--- src/rtl/osd_sync_params.svh ---
// Purpose: constants for the OSD sync, blanking and output gating block
// Assumes: included by the package and the design module
// Notes:   register index = address on the plain register port
`ifndef OSD_SYNC_PARAMS_SVH
`define OSD_SYNC_PARAMS_SVH

`define ADDR_W         4
`define DATA_W         16
`define REG_IO_CTRL    4'h0
`define REG_BACK_PORCH 4'h1
`define REG_FRONT_PORCH 4'h2
`define REG_CHAN_A     4'h3
`define REG_CHAN_B     4'h4
`define REG_CHAN_C     4'h5
`define REG_STATUS     4'h6

`define IO_POL_BIT     0
`define IO_VVE_BIT     1
`define IO_VHE_BIT     2
`define IO_HE_BIT      3
`define IO_OSC_BIT     4

`define CH_SEL_LSB     0
`define CH_SEL_MSB     2
`define CH_LBG_BIT     3
`define CH_SBG_BIT     4
`define CH_SPR_BIT     5

`define BP_W           6
`define FP_W           9
`define CNT_W          12
`define SEL_RESET      3'h1
`define HB_OFFSET_DOTS 12'h020
`define VB_LINES       6'h14
`define VB_W           6

`endif

--- src/rtl/osd_sync_pkg.sv ---
// Purpose: types shared by the OSD sync and output gating block
// Assumes: osd_sync_params.svh supplies the sizes
// Notes:   one packed struct holds every flip-flop of the block
`include "osd_sync_params.svh"

package osd_sync_pkg;

  typedef struct packed {
    logic                sync_polarity_sel;
    logic                vsync_edge_sel;
    logic                vsync_sample_hedge_sel;
    logic                horiz_op_edge_sel;
    logic                osc_mode;
    logic [`BP_W-1:0]    back_porch_len;
    logic [`FP_W-1:0]    front_porch_len;
    logic [2:0]          chan_a_char_sel;
    logic [2:0]          chan_b_char_sel;
    logic [2:0]          chan_c_char_sel;
    logic                chan_a_screenbg_en;
    logic                chan_a_sprite_en;
    logic                chan_b_linebg_en;
    logic                chan_b_screenbg_en;
    logic                chan_b_sprite_en;
    logic                chan_c_linebg_en;
    logic                chan_c_screenbg_en;
    logic                chan_c_sprite_en;
    logic                hs_lvl;
    logic                vs_samp;
    logic [`CNT_W-1:0]   dot_cnt;
    logic [`CNT_W-1:0]   line_len;
    logic                vblank;
    logic [`VB_W-1:0]    vb_cnt;
    logic                hblank;
    logic                vsync_det;
    logic                dot_run;
    logic                per_a;
    logic                per_b;
    logic                per_c;
    logic [3:0]          color;
    logic [`DATA_W-1:0]  rdata;
  } osd_state_t;

endpackage : osd_sync_pkg

--- src/rtl/osd_sync_blank_output_ctrl.sv ---
// Purpose: sync detection, blanking and three-channel output gating
// Assumes: all inputs synchronous to clk (the dot clock)
// Notes:   layer pixels come from the renderer; this block only gates them
`timescale 1ns/1ps
`include "osd_sync_params.svh"

// Summary of operation
// - Polarity bit 0: sync inputs active low; 1: active high.
// - Vertical sync level sampled on chosen hsync edge; detection sets origin.
// - Vertical edge select and sample hsync edge select, all four combinations.
// - Oscillator mode: hsync stops and restarts the dot clock.
// - External clock: operating edge 0 trailing, 1 leading.
// - Vertical blanking generated internally; outputs suppressed throughout.
// - Vertical blanking referenced to the selected vertical sync edge.
// - Horizontal blanking suppresses outputs, referenced to operating edge.
// - Six-bit back porch, 2-dot steps, up to 126 dots.
// - Nine-bit front porch, 2-dot steps, up to 1022 dots.
// - Effective horizontal blanking extended by a fixed positive offset.
// - Character gated off: character dots transparent including lower layers.
// - Line background disabled: line and screen background transparent.
// - Screen background disabled: screen background transparent.
// - Sprite disabled: sprite, trimming and all lower layers transparent.
// - Gating per cell; spilled trimming follows neighbour cell control.
// - Trimming left of first character is never gated.
// - Trimming right of last character follows last character control.
// - Three-bit select gates characters by their two-bit class.
// - Each character has a two-bit output class evaluated per channel.
// - Three display-period outputs and a four-bit colour code.
module osd_sync_blank_output_ctrl
  import osd_sync_pkg::*;
(
  // Clock and reset
  input  wire logic                clk,
  input  wire logic                sys_rst,
  // Sync inputs
  input  wire logic                hsync_in,
  input  wire logic                vsync_in,
  // Register port
  input  wire logic [`ADDR_W-1:0]  reg_addr,
  input  wire logic [`DATA_W-1:0]  reg_wdata,
  input  wire logic                reg_wr,
  input  wire logic                reg_rd,
  output logic      [`DATA_W-1:0]  reg_rdata,
  // Layer pixels for the current dot
  input  wire logic                sprite_dot,
  input  wire logic [3:0]          sprite_color,
  input  wire logic                char_dot,
  input  wire logic [3:0]          char_color,
  input  wire logic                trim_left_margin,
  input  wire logic [1:0]          char_output_class,
  input  wire logic                line_bg_dot,
  input  wire logic [3:0]          line_bg_color,
  input  wire logic [3:0]          screen_bg_color,
  // Display outputs
  output logic                     chan_a_period_out,
  output logic                     chan_b_period_out,
  output logic                     chan_c_period_out,
  output logic      [3:0]          color_code_out,
  // Timing status
  output logic                     hblank_out,
  output logic                     vblank_out,
  output logic                     vsync_det_out,
  output logic                     dot_run_out
);

  osd_state_t st_ff;
  osd_state_t nxt_st;

  logic              hs_now;
  logic              vs_now;
  logic              hs_lead;
  logic              hs_trail;
  logic              samp_edge;
  logic              op_edge;
  logic              vdet;
  logic [`CNT_W-1:0] back_dots;
  logic [`CNT_W-1:0] front_dots;
  logic [`CNT_W-1:0] cnt_next;
  logic              ok_a;
  logic              ok_b;
  logic              ok_c;
  logic              blank;

  // Class gate for one channel select
  function automatic logic class_gate(input logic [2:0] sel, input logic [1:0] cls);
    logic g;
    g = 1'b0;
    unique case (sel)
      3'h0: g = 1'b0;
      3'h1: g = 1'b1;
      3'h2: g = cls[0];
      3'h3: g = cls[1];
      3'h4: g = cls[0] | cls[1];
      3'h5: g = ~cls[0];
      3'h6: g = ~cls[1];
      3'h7: g = ~cls[0] | ~cls[1];
    endcase
    return g;
  endfunction : class_gate

  // Topmost present layer decides; a disabled layer hides all below it
  function automatic logic chan_visible(input logic spr_en, input logic chr_ok,
                                        input logic lbg_en, input logic sbg_en);
    logic v;
    v = 1'b0;
    if (sprite_dot) begin
      v = spr_en;
    end else if (char_dot) begin
      v = chr_ok;
    end else if (line_bg_dot) begin
      v = lbg_en;
    end else begin
      v = sbg_en;
    end
    return v;
  endfunction : chan_visible

  always_comb begin
    hs_now     = hsync_in ^ ~st_ff.sync_polarity_sel;
    vs_now     = vsync_in ^ ~st_ff.sync_polarity_sel;
    hs_lead    = hs_now & ~st_ff.hs_lvl;
    hs_trail   = ~hs_now & st_ff.hs_lvl;
    samp_edge  = st_ff.vsync_sample_hedge_sel ? hs_trail : hs_lead;
    op_edge    = st_ff.horiz_op_edge_sel ? hs_lead : hs_trail;
    // Leading edge: newly active at a sample; trailing: newly inactive
    vdet       = samp_edge & (st_ff.vsync_edge_sel ? (~vs_now & st_ff.vs_samp)
                                                   : (vs_now & ~st_ff.vs_samp));
    back_dots  = {{(`CNT_W-`BP_W-1){1'b0}}, st_ff.back_porch_len, 1'b0};
    front_dots = {{(`CNT_W-`FP_W-1){1'b0}}, st_ff.front_porch_len, 1'b0};
    cnt_next   = op_edge ? '0 : st_ff.dot_cnt + 12'h001;
    // Renderer passes the owning cell class for spilled trimming
    ok_a       = trim_left_margin | class_gate(st_ff.chan_a_char_sel, char_output_class);
    ok_b       = trim_left_margin | class_gate(st_ff.chan_b_char_sel, char_output_class);
    ok_c       = trim_left_margin | class_gate(st_ff.chan_c_char_sel, char_output_class);
    blank      = st_ff.hblank | st_ff.vblank;

    nxt_st           = st_ff;
    nxt_st.hs_lvl    = hs_now;
    nxt_st.vsync_det = vdet;
    if (samp_edge) begin
      nxt_st.vs_samp = vs_now;
    end

    // Dot clock runs only outside the hsync pulse in oscillator mode
    nxt_st.dot_run = ~(st_ff.osc_mode & hs_now);

    // Line length learned from the previous line for front porch timing
    nxt_st.dot_cnt = cnt_next;
    if (op_edge) begin
      nxt_st.line_len = st_ff.dot_cnt + 12'h001;
    end

    // Back porch carries a fixed extra offset after the edge
    nxt_st.hblank = hs_now
                  | (cnt_next < back_dots + `HB_OFFSET_DOTS)
                  | (cnt_next + front_dots >= st_ff.line_len);

    if (vdet) begin
      nxt_st.vblank = 1'b1;
      nxt_st.vb_cnt = `VB_LINES;
    end else if (op_edge && st_ff.vblank) begin
      nxt_st.vb_cnt = st_ff.vb_cnt - 6'h01;
      if (st_ff.vb_cnt == 6'h01) begin
        nxt_st.vblank = 1'b0;
      end
    end

    // Channel A has only master screen background and sprite enables
    nxt_st.per_a = ~blank & chan_visible(st_ff.chan_a_sprite_en, ok_a, 1'b1,
                                         st_ff.chan_a_screenbg_en);
    nxt_st.per_b = ~blank & chan_visible(st_ff.chan_a_sprite_en & st_ff.chan_b_sprite_en,
                                         ok_b, st_ff.chan_b_linebg_en,
                                         st_ff.chan_a_screenbg_en
                                         & st_ff.chan_b_screenbg_en);
    nxt_st.per_c = ~blank & chan_visible(st_ff.chan_a_sprite_en & st_ff.chan_c_sprite_en,
                                         ok_c, st_ff.chan_c_linebg_en,
                                         st_ff.chan_a_screenbg_en
                                         & st_ff.chan_c_screenbg_en);

    if (blank) begin
      nxt_st.color = 4'h0;
    end else if (sprite_dot && st_ff.chan_a_sprite_en) begin
      nxt_st.color = sprite_color;
    end else if (char_dot) begin
      nxt_st.color = char_color;
    end else if (line_bg_dot) begin
      nxt_st.color = line_bg_color;
    end else begin
      nxt_st.color = screen_bg_color;
    end

    // Register writes; a write takes one whole command word
    if (reg_wr) begin
      unique case (reg_addr)
        `REG_IO_CTRL: begin
          nxt_st.sync_polarity_sel      = reg_wdata[`IO_POL_BIT];
          nxt_st.vsync_edge_sel         = reg_wdata[`IO_VVE_BIT];
          nxt_st.vsync_sample_hedge_sel = reg_wdata[`IO_VHE_BIT];
          nxt_st.horiz_op_edge_sel      = reg_wdata[`IO_HE_BIT];
          nxt_st.osc_mode               = reg_wdata[`IO_OSC_BIT];
        end
        `REG_BACK_PORCH: begin
          nxt_st.back_porch_len = reg_wdata[`BP_W-1:0];
        end
        `REG_FRONT_PORCH: begin
          nxt_st.front_porch_len = reg_wdata[`FP_W-1:0];
        end
        `REG_CHAN_A: begin
          nxt_st.chan_a_char_sel    = reg_wdata[`CH_SEL_MSB:`CH_SEL_LSB];
          nxt_st.chan_a_screenbg_en = reg_wdata[`CH_SBG_BIT];
          nxt_st.chan_a_sprite_en   = reg_wdata[`CH_SPR_BIT];
        end
        `REG_CHAN_B: begin
          nxt_st.chan_b_char_sel    = reg_wdata[`CH_SEL_MSB:`CH_SEL_LSB];
          nxt_st.chan_b_linebg_en   = reg_wdata[`CH_LBG_BIT];
          nxt_st.chan_b_screenbg_en = reg_wdata[`CH_SBG_BIT];
          nxt_st.chan_b_sprite_en   = reg_wdata[`CH_SPR_BIT];
        end
        `REG_CHAN_C: begin
          nxt_st.chan_c_char_sel    = reg_wdata[`CH_SEL_MSB:`CH_SEL_LSB];
          nxt_st.chan_c_linebg_en   = reg_wdata[`CH_LBG_BIT];
          nxt_st.chan_c_screenbg_en = reg_wdata[`CH_SBG_BIT];
          nxt_st.chan_c_sprite_en   = reg_wdata[`CH_SPR_BIT];
        end
        default: begin
        end
      endcase
    end

    // Read data valid only in the cycle after the strobe
    nxt_st.rdata = '0;
    if (reg_rd) begin
      unique case (reg_addr)
        `REG_IO_CTRL: begin
          nxt_st.rdata[`IO_POL_BIT] = st_ff.sync_polarity_sel;
          nxt_st.rdata[`IO_VVE_BIT] = st_ff.vsync_edge_sel;
          nxt_st.rdata[`IO_VHE_BIT] = st_ff.vsync_sample_hedge_sel;
          nxt_st.rdata[`IO_HE_BIT]  = st_ff.horiz_op_edge_sel;
          nxt_st.rdata[`IO_OSC_BIT] = st_ff.osc_mode;
        end
        `REG_BACK_PORCH: begin
          nxt_st.rdata[`BP_W-1:0] = st_ff.back_porch_len;
        end
        `REG_FRONT_PORCH: begin
          nxt_st.rdata[`FP_W-1:0] = st_ff.front_porch_len;
        end
        `REG_CHAN_A: begin
          nxt_st.rdata[`CH_SEL_MSB:`CH_SEL_LSB] = st_ff.chan_a_char_sel;
          nxt_st.rdata[`CH_SBG_BIT]             = st_ff.chan_a_screenbg_en;
          nxt_st.rdata[`CH_SPR_BIT]             = st_ff.chan_a_sprite_en;
        end
        `REG_CHAN_B: begin
          nxt_st.rdata[`CH_SEL_MSB:`CH_SEL_LSB] = st_ff.chan_b_char_sel;
          nxt_st.rdata[`CH_LBG_BIT]             = st_ff.chan_b_linebg_en;
          nxt_st.rdata[`CH_SBG_BIT]             = st_ff.chan_b_screenbg_en;
          nxt_st.rdata[`CH_SPR_BIT]             = st_ff.chan_b_sprite_en;
        end
        `REG_CHAN_C: begin
          nxt_st.rdata[`CH_SEL_MSB:`CH_SEL_LSB] = st_ff.chan_c_char_sel;
          nxt_st.rdata[`CH_LBG_BIT]             = st_ff.chan_c_linebg_en;
          nxt_st.rdata[`CH_SBG_BIT]             = st_ff.chan_c_screenbg_en;
          nxt_st.rdata[`CH_SPR_BIT]             = st_ff.chan_c_sprite_en;
        end
        `REG_STATUS: begin
          nxt_st.rdata[0] = st_ff.hblank;
          nxt_st.rdata[1] = st_ff.vblank;
          nxt_st.rdata[2] = st_ff.hs_lvl;
          nxt_st.rdata[3] = st_ff.vs_samp;
        end
        default: begin
        end
      endcase
    end
  end

  always_ff @(posedge clk) begin
    if (sys_rst) begin
      st_ff                 <= '0;
      st_ff.chan_a_char_sel <= `SEL_RESET;
      st_ff.chan_b_char_sel <= `SEL_RESET;
      st_ff.chan_c_char_sel <= `SEL_RESET;
      st_ff.hblank          <= 1'b1;
      st_ff.vblank          <= 1'b1;
      st_ff.dot_run         <= 1'b1;
    end else begin
      st_ff <= nxt_st;
    end
  end

  assign reg_rdata         = st_ff.rdata;
  assign chan_a_period_out = st_ff.per_a;
  assign chan_b_period_out = st_ff.per_b;
  assign chan_c_period_out = st_ff.per_c;
  assign color_code_out    = st_ff.color;
  assign hblank_out        = st_ff.hblank;
  assign vblank_out        = st_ff.vblank;
  assign vsync_det_out     = st_ff.vsync_det;
  assign dot_run_out       = st_ff.dot_run;

  // Checks
  a_blank_kills_out: assert property (@(posedge clk) disable iff (sys_rst)
    (st_ff.hblank || st_ff.vblank) |=> !chan_a_period_out && !chan_b_period_out
                                       && !chan_c_period_out && color_code_out == 4'h0)
    else $error("output active during blanking");

  a_sync_polarity: assert property (@(posedge clk) disable iff (sys_rst)
    !$past(sys_rst) && $stable(st_ff.sync_polarity_sel) |-> st_ff.hs_lvl == ($past(hsync_in)
                                         ^ !st_ff.sync_polarity_sel))
    else $error("hsync polarity not applied");

  a_vdet_lead: assert property (@(posedge clk) disable iff (sys_rst)
    samp_edge && !st_ff.vsync_edge_sel && vs_now && !st_ff.vs_samp |=> vsync_det_out)
    else $error("vsync leading edge missed");

  a_vdet_only_edge: assert property (@(posedge clk) disable iff (sys_rst)
    !samp_edge |=> !vsync_det_out)
    else $error("vsync detect off a sample edge");

  a_vblank_start: assert property (@(posedge clk) disable iff (sys_rst)
    vsync_det_out |-> vblank_out ##1 vblank_out)
    else $error("vertical blanking not started");

  a_osc_stop: assert property (@(posedge clk) disable iff (sys_rst)
    st_ff.osc_mode && hs_now && !reg_wr |=> !dot_run_out)
    else $error("dot clock not stopped during hsync");

  a_back_porch: assert property (@(posedge clk) disable iff (sys_rst)
    st_ff.dot_cnt < back_dots + `HB_OFFSET_DOTS && $stable(st_ff.back_porch_len)
    |-> hblank_out)
    else $error("back porch too short");

  a_front_porch: assert property (@(posedge clk) disable iff (sys_rst)
    st_ff.dot_cnt + front_dots >= $past(st_ff.line_len) && $stable(st_ff.line_len)
    && $stable(st_ff.front_porch_len) |-> hblank_out)
    else $error("front porch not blanked");

  a_sel_off_a: assert property (@(posedge clk) disable iff (sys_rst)
    st_ff.chan_a_char_sel == 3'h0 && char_dot && !sprite_dot && !trim_left_margin
    |=> !chan_a_period_out)
    else $error("channel A shows gated character");

  a_sprite_off_b: assert property (@(posedge clk) disable iff (sys_rst)
    !st_ff.chan_b_sprite_en && sprite_dot |=> !chan_b_period_out)
    else $error("channel B shows disabled sprite");

endmodule : osd_sync_blank_output_ctrl

--- config.mk ---
export PLATFORM = sky130hd
export DESIGN_NAME = osd_sync_blank_output_ctrl
export DESIGN_NICKNAME = d
export VERILOG_FILES = /design/src/rtl/osd_sync_pkg.sv /design/src/rtl/osd_sync_blank_output_ctrl.sv
export VERILOG_INCLUDE_DIRS = /design/src /design/src/rtl
export SDC_FILE = /design/constraint.sdc
export NUM_CORES = 1
export LEC_CHECK = 0
export ABC_AREA = 1
export BUFFER_PORTS_ARGS = -buffer_cell sky130_fd_sc_hd__buf_2
export CAP_MARGIN = 10
export CELL_PAD_IN_SITES_DETAIL_PLACEMENT = 1
export CELL_PAD_IN_SITES_GLOBAL_PLACEMENT = 2
export CORE_AREA = 2 2 123 125
export CTS_CLUSTER_SIZE = 24
export DETAILED_ROUTE_END_ITERATION = 6
export DIE_AREA = 0 0 125 127
export PLACE_DENSITY = 0.89
export SETUP_SLACK_MARGIN = 0.15
export SYNTH_ARGS = -nofsm -noshare
export SYNTH_HDL_FRONTEND = slang
export SYNTH_SLANG_ARGS = --single-unit
--- constraint.sdc ---
create_clock -name clk -period 6.3 [get_ports clk]
set_input_delay 0 -clock clk [delete_from_list [all_inputs] [get_ports clk]]
set_output_delay 0 -clock clk [all_outputs]
set_load 0.05 [all_outputs]
==> results.yml <==
clock_tree:
  cts.clk_slew.worst_paths_ns: 0.07
  cts_tree: "built"
  clk_path_buf_depth: 2
  cts-root-buf: "clkbuf_16"
  cts_sinks: 89
  clk_latency_ns: 0.35
  post-cts-setup-buffer-count: 0
  h-tree-depth: 3
  cts_made_buffers: 9
timing:
  layout_min_cycle_time_ns: 3.59
  post-route-period-util_pct: 56.9
  slew_viol_final: 0
  relSlewSlack_pct: 57.5
  setup_viol: 0
  rsz0062_at_grt: "no"
  tns_ns: 0
  max_slew.worst_pin.slew_ns: 0.637
  fmax_mhz: 279
  fin_worst_skew_ns: 0.00743
  fin_ws_ns: 2.71
  hold_viol: 0
route:
  routed_wl_mm: 14.4
  drc: 0
  first_pass_iters: 5
  vias: 4682
  antenna_left: 0
  drt-initial-drc-count: 202
  wl_per_cell_um: 15.5
  viasPerCell: 5.03
yosys:
  yosys.area.top_type: "dfxtp_1"
  netlist_top_cells_area: "dfxtp_1 (35%), inv_1 (7.4%), nand2_1 (7.4%)"
  netlist.area_leader.share_pct: 35.4
  synth_edf_count: 0
  yosysSeqAreaShare_pct: 35.4
  avgSynthCellArea_um2: 7.40
  ys_async_sr_fraction_pct: 0
  synth_warnings: 0
  ys_ff_latch: 89
  netlist_instances: 679
  synth_area_um2: 5030
  ys.flop_type: "dfxtp_1"
  synth_cell_types: 50
placement:
  dp_hpwl_mm: 11.0
  dp.cells: 896
  port_buffers: 60
  dp_slack_ns: 2.70
  globalplace.congestion: 0.902
cells_and_area:
  fin_util_pct: 40.7
  regArea_um2: 1780
  area_delta_synth_final_pct: 16.7
  antenna_cells: 0
  fill_cells: 1818
  multiInputGateArea_um2: 2670
  final_nets: 819
  stdcell_count: 930
  drive_above_1_share_pct: 16.1
floorplanning:
  core_area_um2: 14400
  dieArea_um2: 15900
  io_pins: 75
  die-height_um: 127
  fp.dieW_um: 125
  initial_core_util_pct: 34.8
  placementRows: 44
global_routing:
  grt_pass1_vias: 4802
  grt_pass1_wl_mm: 23.5
  antenna_found_initial: 0
  grt_use_total_pct: 18.5
  overflow: 0
  grt_start_max_net_pins: 35
job:
  max_cap_viol_count: 0
power:
  vdd_drop_max_mv: 0.0959
  p_leak_uw: 0.00266
  finalPower_uw: 1330
  powerDensity_nw_per_um2: 227
worst_setup_path:
  start_kind: "register"
  crit_fanout: 34
  crit_type: "reg -> reg"
  r2r_cells: 22
  critPathRequiredTime_ns: 6.53
  slowest_stage: "dfxtp_1"
  cpPeakStageDelay_ns: 0.42
  path_delay_family: "simple AND/OR/NAND/NOR gates"
  crit_chain: "inv_2 -> nand2_2 -> nand4_1 -> nand2_4 -> nor2_1 -> ha_1 -> fa_1 -> nand3_1 -> nand2_1 -> a21o_1 -> nand2_4 -> nand2_4 -> xor2_1 -> ha_1 -> nand2_1 -> nor2_1 -> a211oi_1 -> nand2_1 -> nand2_1 -> nand2_1 -> nand2_1 -> nand3_1"
  rr_startpoint: "st_ff[95]"
  startpoint: "st_ff[95]"
  path_buf_inv: 1
  cp.arrival_ns: 3.81
  endpoint_kind: "register"
  worst_path_most_repeated_cell: "nand2_1"
  cp_num_cells: 22
outcome:
  outcome: "finished clean"
hold_path:
  hold_path.class: "in -> reg"
  worst_hold_startpoint: "reg_wdata[1]"
  whs_path_depth: 3
==> power by group <==
group / internal (uW) / switching, uW / total (uW)
combinational: 57.5 / 112 / 169
clock: 339 / 229 / 568
sequential: 580 / 11.6 / 592
==> timing repair <==
item / CTS / global route
resized for setup: 0 / 0
setup endpoints to repair: 0 / 0
hold endpoints to repair: 14 / 0
hold buffers: 18 / 0
==> synth_stat cells (2+ instances only) <==
| master | instances |
|---|---|
| a211oi_1 | 3 |
| clkbuf_1 | 10 |
| o31ai_1 | 2 |
| o221ai_1 | 3 |
| a2111oi_0 | 2 |
| buf_4 | 21 |
| dfxtp_1 | 89 |
| buf_2 | 2 |
| o21bai_1 | 2 |
| nor2_2 | 4 |
| nand2_4 | 8 |
| o211ai_1 | 5 |
| o21ai_0 | 63 |
| ha_1 | 29 |
| inv_2 | 2 |
| a31oi_1 | 10 |
| xnor2_1 | 4 |
| nor2_8 | 2 |
| a21oi_1 | 60 |
| nand4_1 | 3 |
| nor3_1 | 11 |
| nand3_2 | 5 |
| nand2_2 | 12 |
| o21ai_1 | 2 |
| o22ai_1 | 11 |
| or2_2 | 4 |
| nor2_1 | 55 |
| xor2_1 | 8 |
| inv_1 | 99 |
| nand2_1 | 99 |
| nand3_1 | 30 |
==> state kept, by name (all words and copies together), names as in the netlist <==
name / flops
chan_b_period_out: 1
st_ff: 54
front_dots: 9
reg_rdata: 9
dot_run_out: 1
vblank_out: 1
chan_c_period_out: 1
chan_a_period_out: 1
color_code_out: 4
back_dots: 6
hblank_out: 1
vsync_det_out: 1
==> per-stage QoR <==
step	hold WS [ns]	cell area, um^2
after floorplan	0.126	5050
after global placement	0.265	5370
after detailed placement	0.277	5370
after CTS	0.00174	5870
after global routing	0.0100	5870
final	0.00517	5870
==> final timing paths <==
path / slack (ns) / end
setup / recovery: 2.71 / hblank_out
hold reg to reg: 0.42 / dot_run_out
hold / removal: 0.005 / st_ff[94]
setup reg to reg: 2.71 / hblank_out
==> layout make-up <==
| type | instances | share of cell area [%] |
|---|---|---|
| Timing Repair Buffer | 79 | 8.32 |
| Clock inverter | 4 | 0.853 |
| Clock buffer | 12 | 4.54 |
| Sequential cell | 89 | 30.4 |
| Multi-Input combinational cell | 461 | 45.5 |
| Tap cell | 184 | 3.92 |
| Inverter | 101 | 6.46 |
==> logic make-up after synthesis <==
logic type	synth area share, %
compound gates	19.5
xor+xnor	2.09
fa+ha+maj	7.62
buf+inv	11.8
flops	35.4
other cells	0.0746
simple gates	23.5
==> placed cells by master (no fill, tap or decap), types with 12 or more instances in the layout <==
cell type and count:
buf_2 60, nand3_1 30, nand2_2 12, nand2_1 99, dlygate4sd3_1 18, inv_1 99
ha_1 29, nor2_1 55, o21ai_0 63, dfxtp_1 89, a21oi_1 60
==> worst reg2reg max path, cell delays in order, from the launching register on <==
cell      delay (ns)
dfxtp_1         0.42
inv_2           0.10
nand2_2         0.11
nand4_1         0.15
nand2_4         0.35
nor2_1          0.11
ha_1            0.23
fa_1            0.40
nand3_1         0.09
nand2_1         0.09
a21o_1          0.19
nand2_4         0.07
nand2_4         0.06
xor2_1          0.15
ha_1            0.29
nand2_1         0.09
nor2_1          0.05
a211oi_1        0.17
nand2_1         0.08
nand2_1         0.06
nand2_1         0.08
nand2_1         0.08
nand3_1         0.07
==> routing by layer <==
layer / up-vias / part of all wire [%] / global-route usage (%)
met5: - / 0 / 0
met2: 85 / 50 / 33.2
li1: 2353 / - / -
met3: 16 / 3.1 / 2.85
met1: 2228 / 45 / 22.6
met4: 0 / 1.9 / 6.67
Note: power is estimated with default switching activity, not from simulation.
